<file path="src/core/caf_pkg.sv">
// Constants, register map and types of the acceptance filter block
package caf_pkg;
   localparam int CAF_NUM_FILT  = 6;
   localparam int CAF_NUM_BYTES = 8;

   // Byte addresses on the register bus, one 32-bit word per register
   localparam logic [7:0] CAF_ADDR_PAGE     = 8'h00;
   localparam logic [7:0] CAF_ADDR_CTRL01   = 8'h04;
   localparam logic [7:0] CAF_ADDR_CTRL23   = 8'h08;
   localparam logic [7:0] CAF_ADDR_CTRL45   = 8'h0C;
   localparam logic [7:0] CAF_ADDR_MODE_LO  = 8'h10;
   localparam logic [7:0] CAF_ADDR_MODE_HI  = 8'h14;
   localparam logic [7:0] CAF_ADDR_STATUS   = 8'h18;
   localparam logic [7:0] CAF_ADDR_WIN_BASE = 8'h40;
   localparam logic [7:0] CAF_ADDR_WIN_LAST = 8'h7C;

   // Page numbers that map filter pairs into the window
   localparam logic [2:0] CAF_PAGE_F01 = 3'h2;
   localparam logic [2:0] CAF_PAGE_F23 = 3'h3;
   localparam logic [2:0] CAF_PAGE_F45 = 3'h4;

   // Control register field positions
   localparam int CAF_CTRL_ACT_LO = 0;
   localparam int CAF_CTRL_SCL_LO = 1;
   localparam int CAF_CTRL_ACT_HI = 4;
   localparam int CAF_CTRL_SCL_HI = 5;
   localparam int CAF_STAT_ACC    = 3;

   localparam logic [7:0]  CAF_CTRL_RESET = 8'h00;
   localparam logic [11:0] CAF_MODE_RESET = 12'h000;
   localparam logic [2:0]  CAF_PAGE_RESET = 3'h0;

   // Scale encodings: 8-bit halves, 16-bit halves, else one 32-bit filter
   localparam logic [1:0]  CAF_SCALE_8  = 2'h0;
   localparam logic [1:0]  CAF_SCALE_16 = 2'h1;
   localparam logic [15:0] CAF_WMASK_8  = 16'hFF00;
   localparam logic [15:0] CAF_WMASK_16 = 16'hFFFF;

   typedef logic [7:0] caf_byte_t;
   typedef logic [1:0] caf_scale_t;
endpackage : caf_pkg

</file>
<file path="src/core/caf_cfg_if.sv">
// Filter configuration bundle from register file to comparators
interface caf_cfg_if
   import caf_pkg::*;
   ();
   caf_byte_t         fbyte [CAF_NUM_FILT][CAF_NUM_BYTES];
   logic [5:0]        active;
   caf_scale_t        scale [CAF_NUM_FILT];
   logic [11:0]       mode;

   modport owner (output fbyte, output active, output scale, output mode);
   modport user  (input fbyte, input active, input scale, input mode);
endinterface : caf_cfg_if

</file>
<file path="src/core/caf_filter_top.sv">
// Acceptance filter register file, paged window and match result
//
// How it works
// Each of the six filters has an active bit, and only active filters can accept.
// Software clears a filter's active bit before rewriting its bytes; writes to an active filter's bytes are ignored.
// Pair 2/3 control holds filter 3 scale in 6:5, active in 4, filter 2 scale in 2:1, active in 0.
// Pair 4/5 control uses the same layout, filter 5 above and filter 4 below.
// Bits 7 and 3 of every control register read as zero whatever is written.
// The low mode register holds filters 0 to 3, high-half bit odd, low-half bit even, filter 3 at 7:6.
// The high mode register holds filters 5 and 4 in bits 3:0 and reads zero in 7:4.
// A mode bit of 0 makes its half a mask pair, 1 makes it an identifier list.
// An identifier byte bit of 0 expects dominant and 1 expects recessive.
// A mask bit of 0 leaves the identifier bit out, 1 requires it to equal the expected bit.
// Each filter owns eight bytes whose role follows from its scale and mode.
// A mask byte uses the same bit mapping as an identifier byte.
// Control and mode registers reset to zero and change only by software writes.
// Filter bytes have no reset value and must be loaded before a filter is activated.
// Scale and mode settings change only while the controller is in initialization mode.
// A 3-bit page number selects the window, pages 2, 3 and 4 showing filter pairs 0:1, 2:3, 4:5.
// An identifier is accepted when at least one active filter matches it.
//
// Decided for this implementation: the Avalon-MM slave port and the register addresses.
module caf_filter_top
   import caf_pkg::*;
(
   // Clock, reset, enable
   input  wire logic        i_core_clk,
   input  wire logic        i_rst,
   input  wire logic        i_ce,
   // Avalon-MM slave
   input  wire logic [7:0]  i_avs_address,
   input  wire logic        i_avs_read,
   input  wire logic        i_avs_write,
   input  wire logic [31:0] i_avs_writedata,
   input  wire logic [3:0]  i_avs_byteenable,
   output logic [31:0]      o_avs_readdata,
   output logic             o_avs_waitrequest,
   // Controller state and incoming identifiers
   input  wire logic        i_init_mode,
   input  wire logic        i_id_valid,
   input  wire logic [31:0] i_id_word,
   // Filter result
   output logic             o_id_done,
   output logic             o_id_accept,
   output logic [2:0]       o_match_index
);
   caf_cfg_if cfg ();

   logic             rd_stb;
   logic             wr_stb;
   logic [2:0]       page_reg;
   logic [5:0]       active_reg;
   caf_scale_t       scale_reg [CAF_NUM_FILT];
   logic [11:0]      mode_reg;
   caf_byte_t        fbyte_reg [CAF_NUM_FILT][CAF_NUM_BYTES];
   logic [31:0]      rdata_reg;
   logic [31:0]      rdata_next;
   logic             done_reg;
   logic             accept_reg;
   logic [2:0]       index_reg;
   logic [5:0]       hit;
   logic             win_hit;
   logic             page_ok;
   logic [3:0]       win_word;
   logic [2:0]       win_filt;
   logic [2:0]       page_rel;
   logic             be_lo;

   caf_bus_slave u_bus (
      .i_core_clk    (i_core_clk),
      .i_rst         (i_rst),
      .i_ce          (i_ce),
      .i_read        (i_avs_read),
      .i_write       (i_avs_write),
      .o_waitrequest (o_avs_waitrequest),
      .o_rd_stb      (rd_stb),
      .o_wr_stb      (wr_stb)
   );

   caf_match u_match (
      .cfg       (cfg.user),
      .i_id_word (i_id_word),
      .o_hit     (hit)
   );

   assign cfg.active = active_reg;
   assign cfg.scale  = scale_reg;
   assign cfg.mode   = mode_reg;
   assign cfg.fbyte  = fbyte_reg;

   // Pack one control register from its two filters
   function automatic logic [7:0] ctrl_pack(input logic a_lo, input logic [1:0] s_lo,
                                            input logic a_hi, input logic [1:0] s_hi);
      logic [7:0] v;
      v = CAF_CTRL_RESET;
      v[CAF_CTRL_ACT_LO]                     = a_lo;
      v[CAF_CTRL_SCL_LO+1:CAF_CTRL_SCL_LO]   = s_lo;
      v[CAF_CTRL_ACT_HI]                     = a_hi;
      v[CAF_CTRL_SCL_HI+1:CAF_CTRL_SCL_HI]   = s_hi;
      ctrl_pack = v;
   endfunction : ctrl_pack

   // Lowest-numbered hit wins the reported index
   function automatic logic [2:0] first_hit(input logic [5:0] v);
      first_hit = 3'h0;
      for (int f = CAF_NUM_FILT - 1; f >= 0; f--) begin
         if (v[f]) begin
            first_hit = 3'(f);
         end
      end
   endfunction : first_hit

   // Window decode: pages 2..4 map filter pairs
   // Registers are one byte wide, so only lane 0 qualifies a write
   assign be_lo    = i_avs_byteenable[0];
   assign win_hit  = (i_avs_address >= CAF_ADDR_WIN_BASE) &&
                     (i_avs_address <= CAF_ADDR_WIN_LAST);
   assign win_word = 4'((i_avs_address - CAF_ADDR_WIN_BASE) >> 2);
   assign page_ok  = (page_reg >= CAF_PAGE_F01) && (page_reg <= CAF_PAGE_F45);
   assign page_rel = page_reg - CAF_PAGE_F01;
   assign win_filt = {page_rel[1:0], win_word[3]};

   // Any page is kept; pages outside 2..4 leave the window reading zero
   always_ff @(posedge i_core_clk or posedge i_rst) begin
      if (i_rst) begin
         page_reg <= CAF_PAGE_RESET;
      end else if (i_ce && wr_stb && be_lo && i_avs_address == CAF_ADDR_PAGE) begin
         page_reg <= i_avs_writedata[2:0];
      end
   end

   // Active bits follow software at any time
   always_ff @(posedge i_core_clk or posedge i_rst) begin
      if (i_rst) begin
         active_reg <= 6'h00;
      end else if (i_ce && wr_stb && be_lo) begin
         for (int p = 0; p < 3; p++) begin
            if (i_avs_address == CAF_ADDR_CTRL01 + 8'(4 * p)) begin
               active_reg[2*p]   <= i_avs_writedata[CAF_CTRL_ACT_LO];
               active_reg[2*p+1] <= i_avs_writedata[CAF_CTRL_ACT_HI];
            end
         end
      end
   end

   // Scale fields move only in initialization mode
   always_ff @(posedge i_core_clk or posedge i_rst) begin
      if (i_rst) begin
         for (int f = 0; f < CAF_NUM_FILT; f++) begin
            scale_reg[f] <= CAF_SCALE_8;
         end
      end else if (i_ce && wr_stb && be_lo && i_init_mode) begin
         for (int p = 0; p < 3; p++) begin
            if (i_avs_address == CAF_ADDR_CTRL01 + 8'(4 * p)) begin
               scale_reg[2*p]   <= i_avs_writedata[CAF_CTRL_SCL_LO+1:CAF_CTRL_SCL_LO];
               scale_reg[2*p+1] <= i_avs_writedata[CAF_CTRL_SCL_HI+1:CAF_CTRL_SCL_HI];
            end
         end
      end
   end

   // Mode bits: filter f low half at 2f, high half at 2f+1
   always_ff @(posedge i_core_clk or posedge i_rst) begin
      if (i_rst) begin
         mode_reg <= CAF_MODE_RESET;
      end else if (i_ce && wr_stb && be_lo && i_init_mode) begin
         if (i_avs_address == CAF_ADDR_MODE_LO) begin
            mode_reg[7:0] <= i_avs_writedata[7:0];
         end else if (i_avs_address == CAF_ADDR_MODE_HI) begin
            mode_reg[11:8] <= i_avs_writedata[3:0];
         end
      end
   end

   // Filter bytes carry no reset: software loads them first
   // Blocking writes to a live filter avoids comparing a half-updated pair
   always_ff @(posedge i_core_clk) begin
      if (i_ce && wr_stb && be_lo && win_hit && page_ok && !active_reg[win_filt]) begin
         fbyte_reg[win_filt][win_word[2:0]] <= i_avs_writedata[7:0];
      end
   end

   // Read mux; unmapped words and foreign pages read zero
   always_comb begin
      rdata_next = 32'h0000_0000;
      if (win_hit) begin
         if (page_ok) begin
            rdata_next[7:0] = fbyte_reg[win_filt][win_word[2:0]];
         end
      end else begin
         case (i_avs_address)
            CAF_ADDR_PAGE:    rdata_next[2:0] = page_reg;
            CAF_ADDR_CTRL01:  rdata_next[7:0] = ctrl_pack(active_reg[0], scale_reg[0],
                                                          active_reg[1], scale_reg[1]);
            CAF_ADDR_CTRL23:  rdata_next[7:0] = ctrl_pack(active_reg[2], scale_reg[2],
                                                          active_reg[3], scale_reg[3]);
            CAF_ADDR_CTRL45:  rdata_next[7:0] = ctrl_pack(active_reg[4], scale_reg[4],
                                                          active_reg[5], scale_reg[5]);
            CAF_ADDR_MODE_LO: rdata_next[7:0] = mode_reg[7:0];
            CAF_ADDR_MODE_HI: rdata_next[3:0] = mode_reg[11:8];
            CAF_ADDR_STATUS:  rdata_next[CAF_STAT_ACC:0] = {accept_reg, index_reg};
            default:          rdata_next = 32'h0000_0000;
         endcase
      end
   end

   // Held between reads, so a late sample by the master still sees it
   always_ff @(posedge i_core_clk or posedge i_rst) begin
      if (i_rst) begin
         rdata_reg <= 32'h0000_0000;
      end else if (i_ce && rd_stb) begin
         rdata_reg <= rdata_next;
      end
   end

   // Result of one identifier, registered one cycle after it is offered
   // Accept and index hold until the next offer; done is a pulse
   always_ff @(posedge i_core_clk or posedge i_rst) begin
      if (i_rst) begin
         done_reg   <= 1'b0;
         accept_reg <= 1'b0;
         index_reg  <= 3'h0;
      end else if (i_ce) begin
         done_reg <= i_id_valid;
         if (i_id_valid) begin
            accept_reg <= |hit;
            index_reg  <= first_hit(hit);
         end
      end
   end

   assign o_avs_readdata = rdata_reg;
   assign o_id_done      = done_reg;
   assign o_id_accept    = accept_reg;
   assign o_match_index  = index_reg;
endmodule : caf_filter_top

</file>
<file path="src/core/caf_bus_slave.sv">
// Avalon-MM handshake: one accept strobe, answer one cycle later
module caf_bus_slave
   import caf_pkg::*;
(
   // Clock, reset and enable
   input  wire logic i_core_clk,
   input  wire logic i_rst,
   input  wire logic i_ce,
   // Bus request
   input  wire logic i_read,
   input  wire logic i_write,
   output logic      o_waitrequest,
   // Internal strobes
   output logic      o_rd_stb,
   output logic      o_wr_stb
);
   logic wait_reg;

   // Second cycle of a held request must not be taken again
   always_ff @(posedge i_core_clk or posedge i_rst) begin
      if (i_rst) begin
         wait_reg <= 1'b1;
      end else if (i_ce) begin
         wait_reg <= !(wait_reg && (i_read || i_write));
      end
   end

   assign o_waitrequest = wait_reg;
   assign o_rd_stb      = i_ce && wait_reg && i_read;
   assign o_wr_stb      = i_ce && wait_reg && i_write;
endmodule : caf_bus_slave

</file>
<file path="src/core/caf_match.sv">
// Per-filter identifier comparison against the configured bytes
module caf_match
   import caf_pkg::*;
(
   caf_cfg_if.user          cfg,
   input  wire logic [31:0] i_id_word,
   output logic [5:0]       o_hit
);
   // One half: bytes {b0,b1} expected, {b2,b3} mask or second list entry
   function automatic logic half_hit(input logic [31:0] b, input logic [15:0] in,
                                     input logic [15:0] wm, input logic list);
      logic hit_a;
      logic hit_b;
      hit_a = (((in ^ b[31:16]) & wm) == 16'h0000);
      hit_b = (((in ^ b[15:0]) & wm) == 16'h0000);
      if (list) begin
         half_hit = hit_a || hit_b;
      end else begin
         half_hit = (((in ^ b[31:16]) & b[15:0] & wm) == 16'h0000);
      end
   endfunction : half_hit

   always_comb begin
      logic [31:0] lo_b;
      logic [31:0] hi_b;
      logic [15:0] wm;
      lo_b = 32'h0000_0000;
      hi_b = 32'h0000_0000;
      wm   = CAF_WMASK_16;
      o_hit = 6'h00;
      for (int f = 0; f < CAF_NUM_FILT; f++) begin
         lo_b = {cfg.fbyte[f][0], cfg.fbyte[f][1], cfg.fbyte[f][2], cfg.fbyte[f][3]};
         hi_b = {cfg.fbyte[f][4], cfg.fbyte[f][5], cfg.fbyte[f][6], cfg.fbyte[f][7]};
         wm   = (cfg.scale[f] == CAF_SCALE_8) ? CAF_WMASK_8 : CAF_WMASK_16;
         if (cfg.scale[f] == CAF_SCALE_8 || cfg.scale[f] == CAF_SCALE_16) begin
            // Mode bit 0 writes mask, 1 writes identifier list
            o_hit[f] = half_hit(lo_b, i_id_word[31:16], wm, cfg.mode[2*f]) ||
                       half_hit(hi_b, i_id_word[31:16], wm, cfg.mode[2*f+1]);
         end else if (cfg.mode[2*f]) begin
            o_hit[f] = (i_id_word == lo_b) || (i_id_word == hi_b);
         end else begin
            // Zero mask bits drop out, ones must equal expected level
            o_hit[f] = (((i_id_word ^ lo_b) & hi_b) == 32'h0000_0000);
         end
         o_hit[f] = o_hit[f] && cfg.active[f];
      end
   end
endmodule : caf_match

</file>
<file path="config.mk">
export PLATFORM = sky130hd
export DESIGN_NAME = caf_filter_top
export DESIGN_NICKNAME = d
export VERILOG_FILES = /design/src/core/caf_pkg.sv /design/src/core/caf_cfg_if.sv /design/src/core/caf_filter_top.sv /design/src/core/caf_bus_slave.sv /design/src/core/caf_match.sv
export SDC_FILE = /design/constraint.sdc
export NUM_CORES = 1
export LEC_CHECK = 0
export ABC_AREA = 1
export BUFFER_PORTS_ARGS = -buffer_cell sky130_fd_sc_hd__buf_2
export CAP_MARGIN = 10
export CORE_MARGIN = 3
export CORE_UTILIZATION = 25
export CTS_CLUSTER_DIAMETER = 150
export DETAILED_ROUTE_END_ITERATION = 7
export SLEW_MARGIN = 25
export SYNTH_ARGS = -nofsm -noshare
export SYNTH_HDL_FRONTEND = slang
export SYNTH_SLANG_ARGS = --single-unit
export TNS_END_PERCENT = 100
</file>
<file path="constraint.sdc">
create_clock -name i_core_clk -period 2.91 [get_ports i_core_clk]
set_input_delay 0.582 -clock i_core_clk [delete_from_list [all_inputs] [get_ports i_core_clk]]
set_output_delay 0.582 -clock i_core_clk [all_outputs]
set_load 0.05 [all_outputs]
</file>
# Word-level counts from Yosys, hierarchy flattened

Index checks and enable logic that the tools add are counted.

Add/sub/neg operators: 2
Multipliers: 0
Div/mod/pow operators: 0
Order comparisons: 9
Equality and inequality tests: 24
Shift-type cells: 0
Mux-type cells: 66
Bitwise operators: 87
Reduce and logical (&&, ||, !) cells: 114

Operators with widths:

| kind               | count |
|---|---|
| $and 16x16->16     | 48 |
| $logic_not 16->1   | 36 |
| $bwmux 384         | 1 |
| $eq 32x32->1       | 12 |
| $xor 16x16->16     | 24 |
| $and 32x32->32     | 6 |
| $bmux 64 s3        | 1 |
| $demux 64 s3       | 1 |
| $logic_not 32->1   | 6 |
| $mux 64            | 3 |
| $xor 32x32->32     | 6 |
| $mux 8             | 11 |
| $mux 1             | 37 |
| $logic_or 1x1->1   | 31 |
| $bmux 8 s3         | 1 |
| $demux 8 s3        | 1 |
| $eq 8x5->1 const B | 3 |
| $logic_and 1x1->1  | 22 |
| $pmux 3 s7         | 1 |
| $mux 3             | 6 |
| $eq 8x4->1 const B | 2 |
| $pmux 4 s4         | 1 |
| $reduce_and 2->1   | 8 |
| $eq 2x1->1 const B | 6 |
| other kinds (19)   | 28 |

Register bits: 431
Bits in latches: 0
Bits in writable memories: 0
ROM bits: 0
Input port bits: 83
Memories kept: 0

# Depth between registers and ports, before layout

Depth after elaboration: 16
Depth in mapped cells: 22
Gate-level depth less buffers: 20

# Modules after synthesis

Synthesis repeated with hierarchy kept, for this count alone.

Cells, all modules: 5036
Area, all modules: 33686.1 um^2

By module, submodules not included:

| module         | instances | cells an instance | area an instance (um^2) |
|---|---|---|---|
| caf_filter_top | 1         | 1848              | 19049.5 |
| caf_match      | 1         | 3177              | 14572.7 |
| caf_bus_slave  | 1         | 11                | 63.8 |

# Least setup slack after synthesis

No wires, ideal clock.

Path kind: input to register
Start point: input i_avs_address[4]
End point: register fbyte_reg (netlist bit cfg.fbyte[64]) (enable)
Library setup time: 0.370 ns
Arrival: 2.205 ns
Data required time: 2.540 ns
Setup slack: 0.335 ns
Stages: 9
Cell sequence: buf_2 -> inv_1 -> buf_2 -> nor4_1 -> nor4_4 -> nand3_1 -> nor2_1 -> nand2_1 -> nor2_1

Word-level cells in the longest chain between the ends: 5
Elaborated cells between the ends (all ways): 10

Ends and longest elaborated chain:

| what                                                              | RTL line                                     | source |
|---|---|---|
| from (decl)                                                       | caf_filter_top.sv:31                         | `input wire logic [7:0] i_avs_address,` |
| $sub 6x1->6, or another cell as far along                         | caf_filter_top.sv:118                        | `assign win_word = 4'((i_avs_address - CAF_ADDR_WIN_BASE) >> 2);` |
| $bmux 1 s3 or $logic_and 1x1->1 (tied branches)                   | caf_filter_top.sv:178, caf_filter_top.sv:116 |  |
| $mux 1 (implied by the code) or $logic_and 1x1->1 (tied branches) | caf_filter_top.sv:178                        | `if (i_ce && wr_stb && be_lo && win_hit && page_ok && !active_reg[win_filt]) begin` |
| $logic_not 1->1 or $logic_and 1x1->1 (tied branches)              | caf_filter_top.sv:178                        |  |
| $logic_and 1x1->1 (*)                                             | caf_filter_top.sv:178                        |  |
| to (signal, indexed assignment)                                   | caf_filter_top.sv:179                        | `fbyte_reg[win_filt][win_word[2:0]] <= i_avs_writedata[7:0];` |
| to (decl)                                                         | caf_filter_top.sv:55                         | `caf_byte_t fbyte_reg [CAF_NUM_FILT][CAF_NUM_BYTES];` |

Mark *: on every way between the ends. The rest lies on a longest branch, timed or not. The select of a mux whose other input is x is not followed.
A chain may end at the register's enable or synchronous reset.

# Final worst setup path

Start point: register scale_reg (netlist bit cfg.scale[6])
End point: register index_reg[2], in the netlist o_match_index[2]

Word-level cells in the longest chain between the ends: 13
Elaborated cells between the ends (all ways): 28

Ends and longest elaborated chain:

| what                                | RTL line                         | source |
|---|---|---|
| from (decl)                         | caf_filter_top.sv:53             | `caf_scale_t scale_reg [CAF_NUM_FILT];` |
| from (signal, indexed assignment)   | caf_filter_top.sv:155            | `scale_reg[2*p] <= i_avs_writedata[CAF_CTRL_SCL_LO+1:CAF_CTRL_SCL_LO];` |
| from (signal, indexed assignment)   | caf_filter_top.sv:156            | `scale_reg[2*p+1] <= i_avs_writedata[CAF_CTRL_SCL_HI+1:CAF_CTRL_SCL_HI];` |
| $logic_not 2->1                     | caf_match.sv:34, caf_match.sv:35 |  |
| $mux 8                              | caf_match.sv:34                  | `wm = (cfg.scale[f] == CAF_SCALE_8) ? CAF_WMASK_8 : CAF_WMASK_16;` |
| $and 16x16->16 (on tied branches)   | caf_match.sv:14, caf_match.sv:15 |  |
| $logic_not 16->1 (on tied branches) | caf_match.sv:14, caf_match.sv:15 |  |
| $logic_or 1x1->1                    | caf_match.sv:17                  | `half_hit = hit_a \|\| hit_b;` |
| $mux 1                              | caf_match.sv:16                  | `if (list) begin` |
| $mux 1                              | caf_match.sv:35                  | `if (cfg.scale[f] == CAF_SCALE_8 \|\| cfg.scale[f] == CAF_SCALE_16) begin` |
| $logic_or 1x1->1                    | caf_match.sv:37                  | `o_hit[f] = half_hit(lo_b, i_id_word[31:16], wm, cfg.mode[2*f]) \|\|` |
| $mux 1 (*)                          | caf_match.sv:35                  |  |
| $logic_and 1x1->1 (*)               | caf_match.sv:45                  | `o_hit[f] = o_hit[f] && cfg.active[f];` |
| $mux 3 (*) (3 in series)            | caf_filter_top.sv:107            | `if (v[f]) begin` |
| to (signal assigned)                | caf_filter_top.sv:227            | `index_reg <= first_hit(hit);` |
| to (decl)                           | caf_filter_top.sv:60             | `logic [2:0] index_reg;` |

Marks and branches as above.

==> results_dict.tcl <==
set metrics [dict create \
    place_area_um2 35100 \
    dieHeight_um 348 \
    std_cell_rows 124 \
    root_buffer "clkbuf_16" \
    skew_ns 0.0289 \
    drt-vias-per-instance 5.25 \
    clock_tree.buffer_depth 3 \
    cpPeakStageDelay_ns 0.41 \
    layout_min_cycle_time_ns 2.94 \
    crit_required_ns 3.45 \
    synth_area_leaders "edfxtp_1 40%, nand2_1 17%, xnor2_1 5.6%, nor2_1 5.4%, xor2_1 5.1%" \
    setup_violations 2 \
    max_cap_viol_count 0 \
    initial_core_util_pct 25.3 \
    ios 121 \
    cp.arrival_ns 3.48 \
    first_iter_violations 4748 \
    peakVddDrop_uv 409 \
    grt_pass1_vias 28500 \
    ys_ff_latch 431 \
    status "finished, violations left" \
    fin_area_um2 37000 \
    dr.max_layer_used "met5" \
    die_w_um 348 \
    p_per_area_nw_per_um2 444 \
    crit_chain "nor2_1 > buf_4 > buf_4 > nor2_1 > buf_4 > nand2_1 > nand2_1 > nor2_1 > nand2_1 > nor2_1 > nor2_1 > nand3_1 > nand3_1 > nand2_1 > nor2_1 > nand2_1 > nand2_1" \
    path_clk_slew_ns 0.06 \
    ant_nets 0 \
    failed_checks "negative setup slack" \
    ys.flop_type "edfxtp_1" \
    rsz0062_at_grt "no" \
    wl_met3_um 18200 \
    syn_area_um2 29200 \
    grt_pass1_wl_um 227000 \
    syn2layout_area_growth_pct 26.7 \
    ys_warn_count 0 \
    synth_top_area_share_pct 39.5 \
    clock_sinks 431 \
    critPathMaxFanout 19 \
    yosysMostFrequentCell "nand2_1" \
    fmax_ghz 0.340 \
    finalHoldViolCount 0 \
    grt_max_degree 34 \
    crit_path_end_kind "flip-flop" \
    grt.overflow.total 0 \
    antenna_found_initial 10 \
    drc 0 \
    worst_pin_slew_ns 0.965 \
    drive_gt1_share_pct 15.8 \
    synth_top_cell_by_area "edfxtp_1" \
    num_vias 30800 \
    fin_hold_ws_ns 0.0382 \
    startpoint_type "flip-flop" \
    wl_um 169000 \
    cp_slowest_cell "dfrtp_1" \
    synth_edf_count 384 \
    finalNetCount 4400 \
    dieArea_um2 121000 \
    slew_headroom_pct 35.6 \
    dp_hpwl_um 135000 \
    drtPass1Iterations 6 \
    tns_ns -0.0497 \
    gp_congestion 1.08 \
    maxSlewViolCount 0 \
    worstSkewPairLatency_ns 0.67 \
    met2_length_um 71200 \
    synthArstFlopShare_pct 10.9 \
    fin_ws_ns -0.0314 \
    synthCells 3820 \
    period_share_pct 101 \
    wl_per_cell_um 28.7 \
    largest_reg_flops 384 \
    grt_use_total_pct 26.9 \
    h-tree-depth 2 \
    coreArea_um2 115000 \
    leakage_nw 15.8 \
    power_w 0.0164 \
    wirelength_met1_um 68200 \
    synth_common_cells "1293 x nand2_1, 417 x nor2_1, 384 x edfxtp_1, 330 x inv_1, 189 x nand3_1" \
    yosysSeqAreaShare_pct 43.6 \
    min_path_type "in2async" \
    path_class "reg2reg" \
    tritoncts "yes" \
    syn_avg_cell_area_um2 7.64 \
    cts_made_buffers 53 \
    io_buffers 69 \
    netlist-cell-type-count 51 \
]
cells in the final DEF, fill, tap and decap left out, types with 53 or more instances in the layout:
master     instances
clkbuf_16         55
buf_2             69
nand4_1          104
buf_12            53
edfxtp_1         384
nand3_1          189
inv_1            329
xnor2_1          185
xor2_1           171
buf_4            453
o22ai_1           61
nor3_1            61
nor2_1           415
a21oi_1           87
nand2_1         1292
o21ai_0          148
routing by layer:
metal,vias up,global-route usage [%]
met4,4,14.9
met1,14900,36.4
li1,13600,-
met5,-,0.785
met2,2038,40.4
met3,389,5.18
critical path: cells and delay by family (launching register included):
| family | cells | cell delay (ns) |
|---|---|---|
| simple gates | 14 | 1.75 |
| buf+inv | 3 | 0.63 |
| flops | 1 | 0.41 |
what timing repair did:
action                                 CTS  global route
setup endpoints to repair                0           188
gates resized for setup                  0             2
setup buffers                            0             2
endpoints found under the hold margin    0             0
hold buffers                             0             0
per-stage QoR:
| step | utilization (%) | setup slack, ns | cells |
|---|---|---|---|
| 2_1_floorplan | - | 0.335 | 3843 |
| 3_3_place_gp | 30.5 | -0.204 | 5772 |
| 3_5_place_dp | 30.5 | -0.180 | 5772 |
| 4_1_cts | 32.1 | 0.117 | 5872 |
| 5_1_grt | 32.1 | 0.00285 | 5875 |
| 6_report | 32.1 | -0.0314 | 5877 |
kinds of logic (layout without fill, tap and decap cells):
group	Yosys count	after routing	synth area share (%)
AOI/OAI and AO/OA	426	426	8.83
xor gates and xnor gates	356	356	10.7
buffers and inverters	500	1019	7.39
DFF	431	431	43.6
other	1	27	0.0129
and+or+nand+nor	2106	2106	29.5
report_power, final:
group          switching, W  internal [W]
registers         0.0000335       0.00678
logic               0.00158      0.000758
clock network       0.00291       0.00434
worst paths after layout:
kind                                          start                         endpoint  slack (ns)  cells past startpoint
max                        cfg.scale[6]$_DFFE_PP0P_     o_match_index[2]$_DFFE_PP0P_       -0.03                     17
min                                           i_rst            o_id_done$_DFFE_PP0P_        0.04                      2
max reg2reg                cfg.scale[6]$_DFFE_PP0P_     o_match_index[2]$_DFFE_PP0P_       -0.03                     17
min reg2reg                cfg.scale[0]$_DFFE_PP0P_         cfg.scale[0]$_DFFE_PP0P_        0.50                      2
max in group asynchronous                     i_rst          cfg.mode[0]$_DFFE_PP0P_        2.25                      3
min in group i_core_clk                 i_avs_write  u_bus.o_waitrequest$_DFFE_PP1P_        0.21                      4
layout make-up:
type | instances | area [um2]
fill | 12400 | 78200
multi-input combinational | 2912 | 14400
sequential | 431 | 12700
timing repair buffer | 575 | 4810
tap | 1512 | 1890
clock buffer | 66 | 1420
inverter | 344 | 1290
clock inverter | 34 | 440
antenna | 3 | 7.51
Power figures use the tool's default switching activity.
